`src/verilog/hcam_pkg.sv`:
```
// What this block does
// - Hold a fixed setpoint, default 0.0, bounded by the setpoint limits, driven as target only in fixed setpoint mode.
// - Take the measured heater current from the load current sense input used for break detection.
// - Suppress break and overcurrent detection while the heating output on time is 100 ms or shorter.
// - Report 0.0 to 55.0 A and show FFFF once the measured current exceeds 55.0 A.
// - Light the heater alarm lamp and flash the monitor display while either alarm is active.
// - Raise the heater break alarm when the current is below the break threshold.
// - A break threshold of 0.0 forces the break alarm off and 50.0 forces it on.
// - The break threshold spans 0.0 to 50.0 A and defaults to 0.0.
// - Raise the overcurrent alarm when the current is above the overcurrent threshold.
// - An overcurrent threshold of 50.0 forces that alarm off and 0.0 forces it on.
// - The current monitor is available only while break enable or overcurrent enable is on.
// - Break comparison runs only while heater break enable is on.
// - Overcurrent comparison runs only while overcurrent enable is on.
package hcam_pkg;

    // ==========================================================
    // currents, in units of 0.1 A
    localparam logic [15:0] CUR_MAX = 16'h0226;
    localparam logic [15:0] THR_MAX = 16'h01F4;
    localparam logic [15:0] THR_ZERO = 16'h0000;
    localparam logic [15:0] OVF_CODE = 16'hFFFF;

    // ==========================================================
    // reset values
    localparam logic [15:0] BRK_THR_RST = 16'h0000;
    localparam logic [15:0] OC_THR_RST = 16'h01F4;
    localparam logic [15:0] FSP_RST = 16'h0000;
    localparam logic [15:0] SP_LO_RST = 16'h0000;
    localparam logic [15:0] SP_HI_RST = 16'hFFFF;
    localparam logic [3:0] CTRL_RST = 4'h0;
    localparam logic [2:0] IRQ_EN_RST = 3'h0;

    // ==========================================================
    // register byte offsets
    localparam logic [7:0] OFS_CTRL = 8'h00;
    localparam logic [7:0] OFS_BRK_THR = 8'h04;
    localparam logic [7:0] OFS_OC_THR = 8'h08;
    localparam logic [7:0] OFS_FSP = 8'h0C;
    localparam logic [7:0] OFS_SP_LO = 8'h10;
    localparam logic [7:0] OFS_SP_HI = 8'h14;
    localparam logic [7:0] OFS_CUR_MON = 8'h18;
    localparam logic [7:0] OFS_STATUS = 8'h1C;
    localparam logic [7:0] OFS_IRQ_STAT = 8'h20;
    localparam logic [7:0] OFS_IRQ_CLR = 8'h24;
    localparam logic [7:0] OFS_IRQ_EN = 8'h28;

    // ==========================================================
    // field positions
    localparam int CTRL_BRK_EN = 0;
    localparam int CTRL_OC_EN = 1;
    localparam int CTRL_BRK_LATCH = 2;
    localparam int CTRL_OC_LATCH = 3;
    localparam int IRQ_BRK = 0;
    localparam int IRQ_OC = 1;
    localparam int IRQ_OVF = 2;

    localparam logic [1:0] RESP_OKAY = 2'h0;
    localparam logic [1:0] RESP_SLVERR = 2'h2;

    // ==========================================================
    // timing
    localparam int unsigned ON_TIME_MIN_MS = 100;
    localparam int unsigned CLK_FREQ_KHZ = 200000;
    localparam int unsigned ON_TIME_MIN_CYC = ON_TIME_MIN_MS * CLK_FREQ_KHZ;

endpackage : hcam_pkg

```
`src/verilog/hcam_on_timer.sv`:
```
`timescale 1ns/100ps
module hcam_on_timer #(
    parameter int unsigned MIN_CYC = hcam_pkg::ON_TIME_MIN_CYC
) (
    input wire logic aclk,
    input wire logic aresetn,
    input wire logic heat_on,
    output logic on_long
);
    typedef struct packed {
        logic [31:0] cnt;
        logic heat_prev;
        logic long_pulse;
    } hcam_timer_t;

    hcam_timer_t q;
    hcam_timer_t d;

    // ==========================================================
    // on time measure: verdict of the last pulse holds until the next one ends or runs past MIN_CYC
    always_comb begin
        d = q;
        d.heat_prev = heat_on;
        if (heat_on) begin
            if (q.cnt != 32'hFFFFFFFF) begin
                d.cnt = q.cnt + 32'h00000001;
            end
            // a pulse still running that is already long enough counts at once
            if (q.cnt > MIN_CYC) begin
                d.long_pulse = 1'b1;
            end
        end else begin
            d.cnt = 32'h00000000;
            if (q.heat_prev) begin
                d.long_pulse = (q.cnt > MIN_CYC);
            end
        end
        if (!aresetn) begin
            d = '0;
        end
    end

    always_ff @(posedge aclk) begin
        q <= d;
    end

    assign on_long = q.long_pulse;

endmodule : hcam_on_timer

```
`src/verilog/hcam_top.sv`:
```
`timescale 1ns/100ps
module hcam_top #(
    parameter int unsigned ON_TIME_MIN_CYC = hcam_pkg::ON_TIME_MIN_CYC
) (
    input wire logic aclk,
    input wire logic aresetn,
    input wire logic [7:0] awaddr,
    input wire logic awvalid,
    output logic awready,
    input wire logic [31:0] wdata,
    input wire logic [3:0] wstrb,
    input wire logic wvalid,
    output logic wready,
    output logic [1:0] bresp,
    output logic bvalid,
    input wire logic bready,
    input wire logic [7:0] araddr,
    input wire logic arvalid,
    output logic arready,
    output logic [31:0] rdata,
    output logic [1:0] rresp,
    output logic rvalid,
    input wire logic rready,
    input wire logic [15:0] load_current_sense_input,
    input wire logic current_sample_valid,
    input wire logic heat_output_on,
    input wire logic fixed_sp_mode,
    input wire logic [15:0] program_setpoint,
    output logic [15:0] control_setpoint,
    output logic heater_break_alarm,
    output logic heater_overcurrent_alarm,
    output logic alarm1_out,
    output logic heater_alarm_lamp,
    output logic monitor_display_flash,
    output logic irq
);
    typedef struct packed {
        logic awready;
        logic wready;
        logic aw_have;
        logic w_have;
        logic [7:0] awaddr;
        logic [31:0] wdata;
        logic [3:0] wstrb;
        logic bvalid;
        logic [1:0] bresp;
        logic arready;
        logic rvalid;
        logic [1:0] rresp;
        logic [31:0] rdata;
        logic [3:0] ctrl;
        logic [15:0] brk_thr;
        logic [15:0] oc_thr;
        logic [15:0] fsp;
        logic [15:0] sp_lo;
        logic [15:0] sp_hi;
        logic [15:0] cur_mon;
        logic brk;
        logic oc;
        logic lamp;
        logic alarm1;
        logic [2:0] irq_stat;
        logic [2:0] irq_en;
        logic irq;
        logic [15:0] setpoint;
    } hcam_state_t;

    hcam_state_t q;
    hcam_state_t d;
    logic on_long;

    hcam_on_timer #(
        .MIN_CYC(ON_TIME_MIN_CYC)
    ) u_on_timer (
        .aclk(aclk),
        .aresetn(aresetn),
        .heat_on(heat_output_on),
        .on_long(on_long)
    );

    // ==========================================================
    // helpers
    function automatic logic [7:0] word_addr(input logic [7:0] a);
        word_addr = {a[7:2], 2'b00};
    endfunction : word_addr

    function automatic logic [15:0] merge16(input logic [15:0] old, input logic [31:0] nw, input logic [3:0] strb);
        merge16 = {strb[1] ? nw[15:8] : old[15:8], strb[0] ? nw[7:0] : old[7:0]};
    endfunction : merge16

    function automatic logic [15:0] sat_thr(input logic [15:0] v);
        sat_thr = (v > hcam_pkg::THR_MAX) ? hcam_pkg::THR_MAX : v;
    endfunction : sat_thr

    // ==========================================================
    // next state
    logic avail;
    logic sample;
    logic brk_cond;
    logic oc_cond;
    logic [2:0] irq_set;
    logic [2:0] irq_clr;

    always_comb begin
        d = q;
        irq_clr = 3'h0;
        irq_set = 3'h0;
        avail = q.ctrl[hcam_pkg::CTRL_BRK_EN] | q.ctrl[hcam_pkg::CTRL_OC_EN];
        sample = current_sample_valid;

        // axi write channel: address and data taken in either order
        if (awvalid && q.awready) begin
            d.awready = 1'b0;
            d.aw_have = 1'b1;
            d.awaddr = awaddr;
        end
        if (wvalid && q.wready) begin
            d.wready = 1'b0;
            d.w_have = 1'b1;
            d.wdata = wdata;
            d.wstrb = wstrb;
        end
        if (q.aw_have && q.w_have) begin
            d.aw_have = 1'b0;
            d.w_have = 1'b0;
            d.bvalid = 1'b1;
            d.bresp = hcam_pkg::RESP_OKAY;
            case (word_addr(q.awaddr))
                hcam_pkg::OFS_CTRL: begin
                    if (q.wstrb[0]) begin
                        d.ctrl = q.wdata[3:0];
                    end
                end
                hcam_pkg::OFS_BRK_THR: d.brk_thr = sat_thr(merge16(q.brk_thr, q.wdata, q.wstrb));
                hcam_pkg::OFS_OC_THR: d.oc_thr = sat_thr(merge16(q.oc_thr, q.wdata, q.wstrb));
                hcam_pkg::OFS_FSP: d.fsp = merge16(q.fsp, q.wdata, q.wstrb);
                hcam_pkg::OFS_SP_LO: d.sp_lo = merge16(q.sp_lo, q.wdata, q.wstrb);
                hcam_pkg::OFS_SP_HI: d.sp_hi = merge16(q.sp_hi, q.wdata, q.wstrb);
                hcam_pkg::OFS_IRQ_CLR: begin
                    if (q.wstrb[0]) begin
                        irq_clr = q.wdata[2:0];
                    end
                end
                hcam_pkg::OFS_IRQ_EN: begin
                    if (q.wstrb[0]) begin
                        d.irq_en = q.wdata[2:0];
                    end
                end
                hcam_pkg::OFS_CUR_MON, hcam_pkg::OFS_STATUS, hcam_pkg::OFS_IRQ_STAT: ;
                default: d.bresp = hcam_pkg::RESP_SLVERR;
            endcase
        end
        if (q.bvalid && bready) begin
            d.bvalid = 1'b0;
            d.awready = 1'b1;
            d.wready = 1'b1;
        end

        // axi read channel
        if (arvalid && q.arready) begin
            d.arready = 1'b0;
            d.rvalid = 1'b1;
            d.rresp = hcam_pkg::RESP_OKAY;
            d.rdata = 32'h00000000;
            case (word_addr(araddr))
                hcam_pkg::OFS_CTRL: d.rdata[3:0] = q.ctrl;
                hcam_pkg::OFS_BRK_THR: d.rdata[15:0] = q.brk_thr;
                hcam_pkg::OFS_OC_THR: d.rdata[15:0] = q.oc_thr;
                hcam_pkg::OFS_FSP: d.rdata[15:0] = q.fsp;
                hcam_pkg::OFS_SP_LO: d.rdata[15:0] = q.sp_lo;
                hcam_pkg::OFS_SP_HI: d.rdata[15:0] = q.sp_hi;
                hcam_pkg::OFS_CUR_MON: d.rdata[15:0] = q.cur_mon;
                hcam_pkg::OFS_STATUS: d.rdata[3:0] = {~on_long, avail, q.oc, q.brk};
                hcam_pkg::OFS_IRQ_STAT: d.rdata[2:0] = q.irq_stat;
                hcam_pkg::OFS_IRQ_EN: d.rdata[2:0] = q.irq_en;
                hcam_pkg::OFS_IRQ_CLR: ;
                default: d.rresp = hcam_pkg::RESP_SLVERR;
            endcase
        end
        if (q.rvalid && rready) begin
            d.rvalid = 1'b0;
            d.arready = 1'b1;
        end

        // fixed setpoint kept inside the limits; limits inverted leave it at the upper one
        if (d.fsp < d.sp_lo) begin
            d.fsp = d.sp_lo;
        end
        if (d.fsp > d.sp_hi) begin
            d.fsp = d.sp_hi;
        end
        d.setpoint = fixed_sp_mode ? q.fsp : program_setpoint;

        // comparisons, forced values first; the current is the break detection input
        brk_cond = q.ctrl[hcam_pkg::CTRL_BRK_EN] && on_long
            && ((q.brk_thr == hcam_pkg::THR_MAX)
            || ((q.brk_thr != hcam_pkg::THR_ZERO) && (load_current_sense_input < q.brk_thr)));
        oc_cond = q.ctrl[hcam_pkg::CTRL_OC_EN] && on_long
            && ((q.oc_thr == hcam_pkg::THR_ZERO)
            || ((q.oc_thr != hcam_pkg::THR_MAX) && (load_current_sense_input > q.oc_thr)));

        if (sample) begin
            if (avail) begin
                d.cur_mon = (load_current_sense_input > hcam_pkg::CUR_MAX) ? hcam_pkg::OVF_CODE
                    : load_current_sense_input;
            end else begin
                d.cur_mon = 16'h0000;
            end
            irq_set[hcam_pkg::IRQ_OVF] = avail && (load_current_sense_input > hcam_pkg::CUR_MAX);
            // latch holds an alarm only while its own enable stays on
            d.brk = brk_cond || (q.ctrl[hcam_pkg::CTRL_BRK_LATCH] && q.brk);
            d.oc = oc_cond || (q.ctrl[hcam_pkg::CTRL_OC_LATCH] && q.oc);
        end
        // a stale reading must not survive the enables going off
        if (!avail) begin
            d.cur_mon = 16'h0000;
        end
        if (!q.ctrl[hcam_pkg::CTRL_BRK_EN]) begin
            d.brk = 1'b0;
        end
        if (!q.ctrl[hcam_pkg::CTRL_OC_EN]) begin
            d.oc = 1'b0;
        end
        d.lamp = d.brk | d.oc;
        d.alarm1 = d.brk | d.oc;

        // sticky events: a set in the clear cycle wins
        irq_set[hcam_pkg::IRQ_BRK] = d.brk & ~q.brk;
        irq_set[hcam_pkg::IRQ_OC] = d.oc & ~q.oc;
        d.irq_stat = (q.irq_stat & ~irq_clr) | irq_set;
        d.irq = |(d.irq_stat & d.irq_en);

        if (!aresetn) begin
            d = '0;
            d.awready = 1'b1;
            d.wready = 1'b1;
            d.arready = 1'b1;
            d.ctrl = hcam_pkg::CTRL_RST;
            d.brk_thr = hcam_pkg::BRK_THR_RST;
            d.oc_thr = hcam_pkg::OC_THR_RST;
            d.fsp = hcam_pkg::FSP_RST;
            d.sp_lo = hcam_pkg::SP_LO_RST;
            d.sp_hi = hcam_pkg::SP_HI_RST;
            d.irq_en = hcam_pkg::IRQ_EN_RST;
        end
    end

    always_ff @(posedge aclk) begin
        q <= d;
    end

    // ==========================================================
    // outputs
    assign awready = q.awready;
    assign wready = q.wready;
    assign bvalid = q.bvalid;
    assign bresp = q.bresp;
    assign arready = q.arready;
    assign rvalid = q.rvalid;
    assign rresp = q.rresp;
    assign rdata = q.rdata;
    assign control_setpoint = q.setpoint;
    assign heater_break_alarm = q.brk;
    assign heater_overcurrent_alarm = q.oc;
    assign heater_alarm_lamp = q.lamp;
    assign monitor_display_flash = q.lamp;
    assign alarm1_out = q.alarm1;
    assign irq = q.irq;
endmodule : hcam_top
```
`config.mk`:
```
export PLATFORM = sky130hd
export DESIGN_NAME = hcam_top
export DESIGN_NICKNAME = d
export VERILOG_FILES = /design/src/verilog/hcam_pkg.sv /design/src/verilog/hcam_on_timer.sv /design/src/verilog/hcam_top.sv
export SDC_FILE = /design/constraint.sdc
export NUM_CORES = 1
export LEC_CHECK = 0
export BUFFER_PORTS_ARGS = -buffer_cell sky130_fd_sc_hd__buf_2
export CORE_MARGIN = 2
export CORE_UTILIZATION = 50
export CTS_BUF_LIST = sky130_fd_sc_hd__clkbuf_16
export DETAILED_ROUTE_END_ITERATION = 12
export PLACE_DENSITY = 0.71
export SLEW_MARGIN = 30
export SYNTH_ARGS = -nofsm -noshare
export SYNTH_HDL_FRONTEND = slang
export SYNTH_HIERARCHICAL = 1
export SYNTH_SLANG_ARGS = --single-unit
```
`constraint.sdc`:
```
create_clock -name aclk -period 10 [get_ports aclk]
set_clock_uncertainty 0.15 [all_clocks]
set_input_delay 0.5 -clock aclk [delete_from_list [all_inputs] [get_ports aclk]]
set_output_delay 0.5 -clock aclk [all_outputs]
set_load 0.01 [all_outputs]
```
## After elaboration in Yosys (flattened, before gate mapping)

Index checks and enable logic that the tools add are counted.

| word-level totals | value |
|---|---|
| output and inout port bits | 63 |
| memories | 0 |
| bits in writable memories | 0 |
| bits of input ports | 94 |
| word-level logic and storage cells | 150 |
| bits in latches | 0 |
| bits in registers | 213 |
| memory bits (read-only) | 0 |

| cells by class | value |
|---|---|
| $mul | 0 |
| reduce and logical (&&, ||, !) cells | 36 |
| equality and inequality tests | 24 |
| muxes and demuxes | 39 |
| add/subtract/negate cells | 1 |
| shifts and indexed selects | 0 |
| divide/modulo/power cells | 0 |
| order comparisons | 8 |
| bitwise gates (word level) | 12 |

Operator list:

| kind | count |
|---|---|
| $mux W16 | 10 |
| $mux W8 | 10 |
| $pmux W12 S6 | 1 |
| $eq A6 B3 Y1 const B | 8 |
| $mux W48 | 1 |
| $eq A6 B4 Y1 const B | 6 |
| $add A32 B1 Y32 const B | 1 |
| $gt A16 B16 Y1 | 2 |
| $gt A16 B9 Y1 const B | 2 |
| $gt A32 B25 Y1 const B | 1 |
| $lt A16 B16 Y1 | 2 |
| $ne A32 B32 Y1 const B | 1 |
| $pmux W3 S10 | 1 |
| $eq A6 B2 Y1 const B | 4 |
| $reduce_or A11 Y1 | 2 |
| $mux W3 | 6 |
| $eq A16 B9 Y1 const B | 1 |
| $gt A16 B10 Y1 const B | 1 |
| $logic_not A16 Y1 | 1 |
| $ne A16 B9 Y1 const B | 1 |
| $reduce_bool A16 Y1 | 1 |
| $logic_and A1 B1 Y1 | 15 |
| $eq A6 B1 Y1 const B | 2 |
| $logic_not A6 Y1 | 2 |
| 16 further kinds | 38 |

## Longest topological paths before layout

Gate-level depths: netlist (run 1).

| depth | value |
|---|---|
| depth after elaboration | 11 |
| depth in mapped cells | 25 |
| depth with buffers taken out | 21 |

## By module

Netlist (run 1), hierarchy kept.

Modules (own cells, without submodules):

| module | area each (µm²) | instances | sequential area each (µm²) | cells each |
|---|---|---|---|---|
| hcam_top | 10047.1 | 1 | 3503.4 | 1145 |
| hcam_on_timer | 1854.3 | 1 | 680.7 | 223 |

## Worst setup path after synthesis (run 1)

Ideal clock, no wire load.

| timing path | value |
|---|---|
| path kind | reg-to-reg |
| start | register q[209] (netlist bit) |
| end | register q[86] (netlist bit) |
| library setup time | 0.116 ns |
| arrival time | 5.273 ns |
| data required time | 9.734 ns |
| setup slack | 4.461 ns |
| clock period less this slack | 5.539 ns |
| buffers on the path | 2 |
| cell stages (with the launch flop) | 22 |
| cell sequence | dfxtp_1 > or4b_1 > nor3_1 > nand4_1 > mux2i_1 > ha_1 > and2_1 > a221o_1 > a211oi_4 > o21ai_4 > buf_12 > mux2i_2 > ha_1 > nor2b_1 > o211ai_1 > a31o_1 > a21oi_1 > o21ai_1 > a21oi_1 > clkbuf_1 > nand2_1 > o211a_1 |

| between the ends | value |
|---|---|
| word-level cells in the longest chain between the ends | 7 |
| elaborated cells between the ends (all ways) | 11 |
| those cells by class | order compare (2); eq/ne (3); mux (6) |

Ends and longest elaborated chain:

| what | line | RTL |
|---|---|---|
| start, declared | hcam_top.sv:68 | `hcam_state_t q;` |
| start signal, assigned | hcam_top.sv:249 | `q <= d;` |
| $eq A6 B2 Y1 / $eq A6 B3 Y1 (equally long branches) | hcam_top.sv:128 | `case (word_addr(q.awaddr))` |
| $mux W16 | hcam_top.sv:128 |  |
| $mux W48 (*) | hcam_top.sv:123 | `if (q.aw_have && q.w_have) begin` |
| $lt A16 B16 Y1 | hcam_top.sv:186 | `if (d.fsp < d.sp_lo) begin` |
| $mux W16 | hcam_top.sv:186 |  |
| $gt A16 B16 Y1 | hcam_top.sv:189 | `if (d.fsp > d.sp_hi) begin` |
| $mux W16 (*) | hcam_top.sv:189 |  |

Mark *: on every way between the ends. The rest lies on a longest branch, timed or not.
A chain may end at the register's enable or synchronous reset.

## Final worst setup path (run 1)

| timing path | value |
|---|---|
| start | register q[209] (netlist bit) |
| end | register q[76] (netlist bit) |

Same word-level chain as after synthesis.

==> results.toml, run 1 <==
[grt]
grt_pass1_vias = 9392
antenna_found_initial = 0
grt_first_pass_wirelength_um = 51400
grt_usage = 0.260
grt_max_degree = 98
gr-total-overflow = 0

[placement]
dpl_cell_area_um2 = 12300
dpl.hpwl_um = 24200
routabilityCongestion = 0.921
port_buffers = 116

[pwr]
intPower_mw = 1.40
p_sw_mw = 0.451
power_frac_comb = 0.071
seqPwrFrac = 0.469
irDropWorstVdd_mv = 0.108
p_per_area_nw_per_um2 = 141
p_leak_nw = 5.67
clockPowerShare = 0.459
swShare = 0.244
p_total_mw = 1.85

[finish]
nets = 1565
postLayoutCellArea_um2 = 13100
drive_gt1_frac = 0.133
diodes = 0
area_delta_synth_final_pct = 9.93
fill_cells = 2148

[clock_tree]
cts_setup_buffers = 0
cts_resized = 0
cts_buffer_depth = 3
cts-buffers-inserted = 24
cts_tree = "yes"
cts.reportedPaths.clkPinSlew_ns = 0.06
clock-root-buffer = "clkbuf_16"
hold_buffers = 0
htree_levels = 1
clock-sinks = 209
insertion_delay_ns = 0.52

[yosys]
yosys_warnings = 6
ys.flop_type = "dfxtp_1"
ys_top_cells_by_area = "dfxtp_1 35%, mux2i_1 7.9%, ha_1 6.6%"
avgSynthCellArea_um2 = 8.70
async_reset_ff_frac = 0
synth-seq-cells = 209
yosysTopAreaCellShare = 0.352
syn_inst = 1368
netlist_area_um2 = 11900
synth_edf_count = 0
synth_top_area_cell = "dfxtp_1"
yosys.cell_types.count = 81
ys_seq_area_frac = 0.352

[setup_path]
start_kind = "register"
worst-setup-path-type = "register to register"
slowest_delay_ns = 0.66
cp_data_arrival_time_ns = 6.96
required_ns = 10.25
slowest_stage = "or4b_1"
path_cells = "or4b_1, nor3_1, nand4_1, mux2i_1, ha_1, and2_1, a221o_1, a211oi_4, o21ai_4, mux2i_1, or2_1, ha_1, o211ai_1, a31o_1, a21oi_1, o21ai_1, a21oi_4, nor2b_1, a22o_1"
end_kind = "register"
crit_path_max_fanout = 27

[floorplanning]
placementRows = 56
die_w_um = 158
start_util = 0.509
ioPinCount = 157
die_area_um2 = 25100
core_area_um2 = 23400
die_h_um = 158

[sta]
finalSetupTns_ns = 0
min_period_over_period = 0.670
fmax_mhz = 149
min_period_ns = 6.70
max_slew.worst_pin.slew_ns = 0.972
whs_ns = 0.0472
setup_viol = 0
slew_viol_final = 0
hold_viol_final = 0
rsz0062_at_grt = "no"
max_slew_margin = 0.347

[route]
drc_errors = 0
vias_per_cell = 5.90
drt_iter0_markers = 1098
antenna_left = 0
wire_per_inst_um = 18.8
vias = 10300
finalWirelength_um = 32800
drt_pass1_iterations = 8

[run]
max_cap_viol_count = 0

[min_path]
hold_path.class = "input pin to register"

[outcome]
status = "finished, final reports clean"
==> power groups by stage <==
| stage | Sequential (mW) | Combinational (mW) | Clock [mW] |
|---|---|---|---|
| after floorplan | 0.876 | 0.104 | 0 |
| after global placement | 0.886 | 0.128 | 0 |
| after detailed placement | 0.886 | 0.131 | 0 |
| after CTS | 0.868 | 0.132 | 0.864 |
| after global routing | 0.871 | 0.147 | 0.900 |
| final | 0.869 | 0.132 | 0.850 |
==> per-layer routing <==
layer	wire (um)	GRT usage
met5	0	0
met1	15600	0.390
met2	13700	0.389
met4	513	0.0592
met3	3010	0.0444
==> final cells by class <==
class / count / area, um^2 / area share
Tap cell: 319 / 399 / 0.0305
Clock inverter: 17 / 129 / 0.00985
Timing Repair Buffer: 123 / 636 / 0.0486
Inverter: 66 / 248 / 0.0189
Clock buffer: 25 / 626 / 0.0478
Multi-Input combinational cell: 984 / 6860 / 0.525
Sequential cell: 209 / 4180 / 0.320
==> sequential cells by signal, indices dropped and copies added (netlist names) <==
signal / flops
q: 132
u_on_timer/q: 33
control_setpoint: 16
rdata: 16
alarm1_out: 1
arready: 1
awready: 1
bresp: 1
bvalid: 1
heater_break_alarm: 1
heater_overcurrent_alarm: 1
irq: 1
rresp: 1
rvalid: 1
u_on_timer/on_long: 1
wready: 1
==> critical path, delay by kind of cell, from the launching register on <==
| kind | cells | cell delay, ns |
|---|---|---|
| compound gates | 9 | 2.51 |
| fa+ha+maj | 2 | 0.60 |
| flops | 1 | 0.36 |
| mux | 2 | 0.70 |
| simple gates | 6 | 2.28 |
==> logic make-up after synthesis <==
| family | Yosys count | synth area share |
|---|---|---|
| other | 1 | 0.000315 |
| xor gates and xnor gates | 14 | 0.0103 |
| and+or+nand+nor | 441 | 0.201 |
| adders and majority gates | 63 | 0.0662 |
| AOI/OAI and AO/OA | 343 | 0.198 |
| buffers and inverters | 192 | 0.0810 |
| muxes | 105 | 0.0916 |
| DFF | 209 | 0.352 |
==> worst paths after layout <==
check                              start       end  cells after the start  slack, ns
worst max-delay path              q[209]     q[76]                     19       3.30
worst min-delay path              wvalid    wready                      2       0.05
worst max register to register    q[209]     q[76]                     19       3.30
worst min register to register  rdata[2]  rdata[2]                      2       0.30
==> cell usage after synthesis (3+ instances only) <==
cell / number
a31oi_1: 10
nor3b_1: 5
o21ai_1: 15
xnor2_1: 12
a21o_1: 19
o211ai_1: 5
nand3_1: 27
nor2_1: 47
a22o_1: 19
clkbuf_1: 61
mux2i_2: 10
buf_4: 56
nand2b_1: 10
o31ai_1: 7
nor4_1: 16
o22ai_1: 5
a21boi_0: 27
mux2i_1: 94
or3_1: 13
nand4_1: 37
a21boi_1: 4
or4_1: 8
dfxtp_1: 209
and2_1: 9
nor3_1: 15
o21ai_0: 61
ha_1: 63
and3_1: 21
a22oi_1: 16
nand2_1: 138
o221ai_1: 4
buf_2: 7
nor2b_1: 63
o211a_1: 10
or2_1: 3
a222oi_1: 14
a2111oi_0: 3
and4_1: 11
a211oi_1: 12
inv_1: 66
a21oi_1: 80
o21a_1: 5
==> cells in the final DEF (no fill, tap or decap), types with 7 or more instances in the layout <==
cell / n
nor2b_1: 61
o31ai_1: 7
ha_1: 63
nor3_1: 15
clkbuf_16: 25
conb_1: 18
nand3_1: 27
buf_4: 8
dfxtp_1: 209
o211a_1: 10
mux2i_1: 94
or3_1: 13
and3_1: 21
nand4_1: 37
nand2b_1: 10
o21ai_1: 15
a21boi_0: 27
mux2i_2: 10
a222oi_1: 14
a22oi_1: 16
a211oi_1: 12
buf_2: 115
a21o_1: 19
o21ai_0: 61
and4_1: 11
a21oi_1: 79
xnor2_1: 12
nor4_1: 15
inv_1: 71
and2_1: 9
or4_1: 8
nand2_1: 138
a22o_1: 19
a31oi_1: 10
nor2_1: 47
==> per-stage QoR <==
step                instances  utilization  worst slack [ns]
CTS                      1743        0.558              3.32
global route             1743        0.559              2.81
detailed placement       1701        0.526              3.32
floorplan                1385            -              4.46
global placement         1701        0.525              3.09
finish                   1743        0.559              3.30
(Power assumes the default switching activity.)
==> run 2, diff against run 1 <==
- clock period: 10 -> 6.2 ns (I/O delays scaled with it)
==> results.toml, run 2 (synthesis gave the netlist of run 1 again) <==
[setup_path]
cp_top_family = "compound AO/OA/AOI/OAI gates"
cpMostUsedCell = "buf_4"
slowest_stage = "or4b_1"
end_kind = "register"
start_kind = "register"
path_cells = "or4b_1, nor3_1, nand4_1, buf_4, mux2i_1, ha_1, and2_1, a221o_1, a211oi_4, o21ai_4, buf_4, mux2i_2, ha_1, a21o_1, a21o_1, a21oi_1, nor2_1, a211oi_1, a21oi_2, buf_4, o311a_1"
cp.buffers_inverters = 3
crit_path_max_fanout = 12
worst-setup-path-type = "register to register"
slowest_delay_ns = 0.64
cp_data_arrival_time_ns = 6.05
required_ns = 6.45

[grt]
grt_max_degree = 93
gr-total-overflow = 0
grt_first_pass_wirelength_um = 52400
antenna_found_initial = 0
grt_usage = 0.265
grt_pass1_vias = 9715

[finish]
final_cells = 1810
drive_gt1_frac = 0.140
multiInputGateArea_um2 = 6850
largest_register_ffs = 132
diodes = 0
area_delta_synth_final_pct = 15.4
final_cell_mix = "209 x dfxtp_1, 138 x nand2_1, 115 x buf_2"
nets = 1632
fill_cells = 2133
postLayoutCellArea_um2 = 13700
top_regs = "q (132), u_on_timer/q (33)"
register_area_um2 = 4180
top_register = "q"
final_common_cell = "dfxtp_1"

[clock_tree]
insertion_delay_ns = 0.51
cts.reportedPaths.clkPinSlew_ns = 0.06
cts_tree = "yes"
cts_buffer_depth = 3
cts-buffers-inserted = 24
htree_levels = 1
clock-sinks = 209
clock-root-buffer = "clkbuf_16"

[floorplanning]
die_h_um = 158
die_w_um = 158
die_area_um2 = 25100
placementRows = 56
start_util = 0.509
core_area_um2 = 23400
ioPinCount = 157

[route]
vias_per_cell = 5.81
drt_pass1_iterations = 5
wire_per_inst_um = 18.5
drc_errors = 0
vias = 10500
finalWirelength_um = 33400
antenna_left = 0
drt_iter0_markers = 1004

[sta]
hold_viol_final = 0
slew_viol_final = 0
fmax_mhz = 172
whs_ns = 0.0220
finalSetupTns_ns = 0
setup_viol = 0
min_period_over_period = 0.935
rsz0062_at_grt = "no"
max_slew_margin = 0.388
min_period_ns = 5.80
max_slew.worst_pin.slew_ns = 0.911

[run]
max_cap_viol_count = 0

[pwr]
p_total_mw = 3.02
p_leak_nw = 5.95
p_per_area_nw_per_um2 = 220
irDropWorstVdd_mv = 0.173

[placement]
dpl.hpwl_um = 24300
port_buffers = 116
dp.cells = 1712
routabilityCongestion = 0.927
dpl_cell_area_um2 = 12400

[min_path]
hold_path.class = "input pin to register"

[outcome]
status = "finished, final reports clean"
run 2: changes by cell type in the layout (fill, tap and decap cells not counted):
cell / delta
clkinv_2: +3
inv_6: +1
clkinv_1: -2
nor3_4: -1
nor3_2: +1
a21oi_4: -1
buf_6: +1
inv_1: -2
dlygate4sd3_1: +53
buf_4: +12
a21oi_2: +1
buf_12: +1
run 2: layer usage:
| layer | global-route usage | routed length [um] | up-vias |
|---|---|---|---|
| met5 | 0 | 0 | - |
| met4 | 0.0626 | 658 | 0 |
| met3 | 0.0471 | 2740 | 41 |
| met2 | 0.402 | 14200 | 393 |
| met1 | 0.390 | 15900 | 4950 |
| li1 | - | - | 5128 |
run 2: path summary, 6_finish.rpt:
kind                            startpoint       end  slack [ns]  depth (start not counted)
worst max-delay path                q[209]     q[77]        0.40                         21
worst min-delay path               awvalid    q[206]        0.02                          3
worst max register to register      q[209]     q[77]        0.40                         21
worst min register to register    rdata[2]  rdata[2]        0.31                          2
run 2: worst min-delay path: cells and delay by family:
kind / cells / cell delay [ns]
AO/OA/AOI/OAI: 1 / 0.08
buffers and inverters: 1 / 0.14
AND/OR/NAND/NOR: 1 / 0.10
run 2: area by class of cell:
cell class | count | share of cell area
well taps | 319 | 0.0291
flip-flops and latches | 209 | 0.305
repair buffers | 190 | 0.0938
inverters | 66 | 0.0180
clock inverters | 17 | 0.0100
clock buffers | 25 | 0.0456
multi-input cells | 984 | 0.499
run 2: stage by stage:
stage | worst slack (ns) | util
2_1_floorplan | 0.661 | -
3_3_place_gp | 0.386 | 0.529
3_5_place_dp | 0.286 | 0.529
4_1_cts | 0.227 | 0.585
5_1_grt | 0.117 | 0.587
6_report | 0.402 | 0.587
run 2: timing repair:
action / in CTS / in global routing
hold endpoints to repair: 47 / 0
setup endpoints to repair: 0 / 7
hold buffers: 53 / 0
resized for setup: 0 / 1
setup buffers: 0 / 2
run 2: power by group:
part,internal (mW),switching [mW],total (mW)
registers,1.37,0.0314,1.40
clock network,0.811,0.567,1.38
logic,0.107,0.138,0.245
total,2.29,0.737,3.02
==> run 3, diff against run 2 <==
- BUFFER_PORTS_ARGS: -buffer_cell sky130_fd_sc_hd__buf_2 -> not set
- DONT_BUFFER_PORTS: not set -> 1
- PLACE_DENSITY: 0.71 -> 0.65
==> results.toml, run 3 (synthesis gave the netlist of run 1 again) <==
[placement]
port_buffers = 0
dpl.hpwl_um = 24300
routabilityCongestion = 0.945

[clock_tree]
cts-buffers-inserted = 24
clock-sinks = 209
cts_buffer_depth = 3
cts.reportedPaths.clkPinSlew_ns = 0.06
insertion_delay_ns = 0.52
clock-root-buffer = "clkbuf_16"
htree_levels = 1
cts_tree = "yes"

[sta]
slew_viol_final = 0
min_period_ns = 5.81
max_slew.worst_pin.slew_ns = 0.965
rsz0062_at_grt = "no"
min_period_over_period = 0.937
max_slew_margin = 0.348
setup_viol = 0
fmax_mhz = 172
hold_viol_final = 0
finalSetupTns_ns = 0

[grt]
gr-total-overflow = 0
grt_usage = 0.274
grt_first_pass_wirelength_um = 53600
antenna_found_initial = 0
grt_pass1_vias = 9636
grt_max_degree = 160

[route]
antenna_left = 0
wire_per_inst_um = 19.9
drc_errors = 0
drt_iter0_markers = 1006
vias = 10300
drt_pass1_iterations = 8
vias_per_cell = 5.96
finalWirelength_um = 34300

[finish]
fill_cells = 2159
area_delta_synth_final_pct = 13.4
final_common_cell = "dfxtp_1"
nets = 1547
drive_gt1_frac = 0.0640
final_cell_mix = "209 x dfxtp_1, 138 x nand2_1, 94 x mux2i_1"
fin_util = 0.577
largest_register_ffs = 132
top_regs = "q (132), u_on_timer/q (33)"
multiInputGateArea_um2 = 6860
diodes = 0
register_area_um2 = 4180
top_register = "q"

[floorplanning]
die_h_um = 158
ioPinCount = 157
start_util = 0.509
die_area_um2 = 25100
placementRows = 56
die_w_um = 158
core_area_um2 = 23400

[outcome]
status = "finished, final reports clean"

[min_path]
hold_path.class = "input pin to register"

[run]
max_cap_viol_count = 0

[pwr]
p_per_area_nw_per_um2 = 225
irDropWorstVdd_mv = 0.221
p_leak_nw = 5.59

[setup_path]
start_kind = "register"
end_kind = "register"
cp_data_arrival_time_ns = 6.07
path_cells = "or4b_1, nor3_1, nand4_1, buf_4, mux2i_1, ha_1, and2_1, a221o_1, a211oi_4, o21ai_4, mux2i_1, or2_1, ha_1, o211ai_1, a31o_1, a21oi_1, o21ai_1, a21oi_4, buf_4, nand2_1, o211a_1"
slowest_stage = "or4b_1"
required_ns = 6.46
worst-setup-path-type = "register to register"
slowest_delay_ns = 0.68
crit_path_max_fanout = 17
==> run 3: changes by cell type in the layout (fill, tap and decap cells not counted), moves of 2 or more <==
cell	change
clkinv_1	+2
dlygate4sd3_1	+30
clkinvlp_4	-3
buf_2	-114
==> run 3: cell type report <==
| type | count | share of cell area |
|---|---|---|
| Clock buffer | 25 | 0.0464 |
| Clock inverter | 17 | 0.0112 |
| Inverter | 66 | 0.0184 |
| Multi-Input combinational cell | 984 | 0.508 |
| Sequential cell | 209 | 0.310 |
| Tap cell | 319 | 0.0296 |
| Timing Repair Buffer | 105 | 0.0760 |
==> run 3: per-layer routing <==
metal | global-route usage | wire [um] | vias to the layer above
li1 | - | - | 4960
met1 | 0.405 | 16000 | 4876
met2 | 0.417 | 14500 | 402
met3 | 0.0517 | 3200 | 38
met4 | 0.0545 | 554 | 0
met5 | 0 | 0 | -
==> run 3: final timing paths <==
kind            from      to  slack, ns  cells past startpoint
min reg2reg    q[37]   q[37]       0.32                      2
max           q[209]   q[88]       0.39                     21
max reg2reg   q[209]   q[88]       0.39                     21
min          awvalid  q[206]       0.01                      3
==> run 3: report_power, final <==
group / internal (mW) / switching, mW / total [mW]
Combinational: 0.0977 / 0.108 / 0.206
Sequential: 1.37 / 0.0400 / 1.41
Clock: 0.847 / 0.570 / 1.42
==> run 3: critical path, delay by kind of cell (launching register included) <==
kind / cells / cell delay, ns
adders and majority gates: 2 / 0.60
and+or+nand+nor: 6 / 1.67
AOI/OAI and AO/OA: 9 / 1.95
buffers and inverters: 2 / 0.52
DFF: 1 / 0.36
muxes: 2 / 0.45
==> run 3: metrics by stage <==
stage / hold slack [ns] / cell area (um^2) / total power [mW] / setup WS, ns / cells
detailed placement: 0.266 / 11800 / 1.57 / 0.298 / 1595
CTS: 0.00112 / 13400 / 3.04 / 0.304 / 1722
floorplan: 0.260 / 12000 / 1.58 / 0.661 / 1385
global placement: 0.264 / 11800 / 1.57 / 0.377 / 1595
finish: 0.0129 / 13500 / 3.03 / 0.394 / 1725
global route: 0.0256 / 13500 / 3.13 / 0.0302 / 1725
==> run 3: timing repair <==
item / in CTS / in global routing
buffers inserted: 0 / 2
setup endpoints to repair: 0 / 13
resized for setup: 0 / 2
endpoints found under the hold margin: 175 / 0
hold buffers: 85 / 0
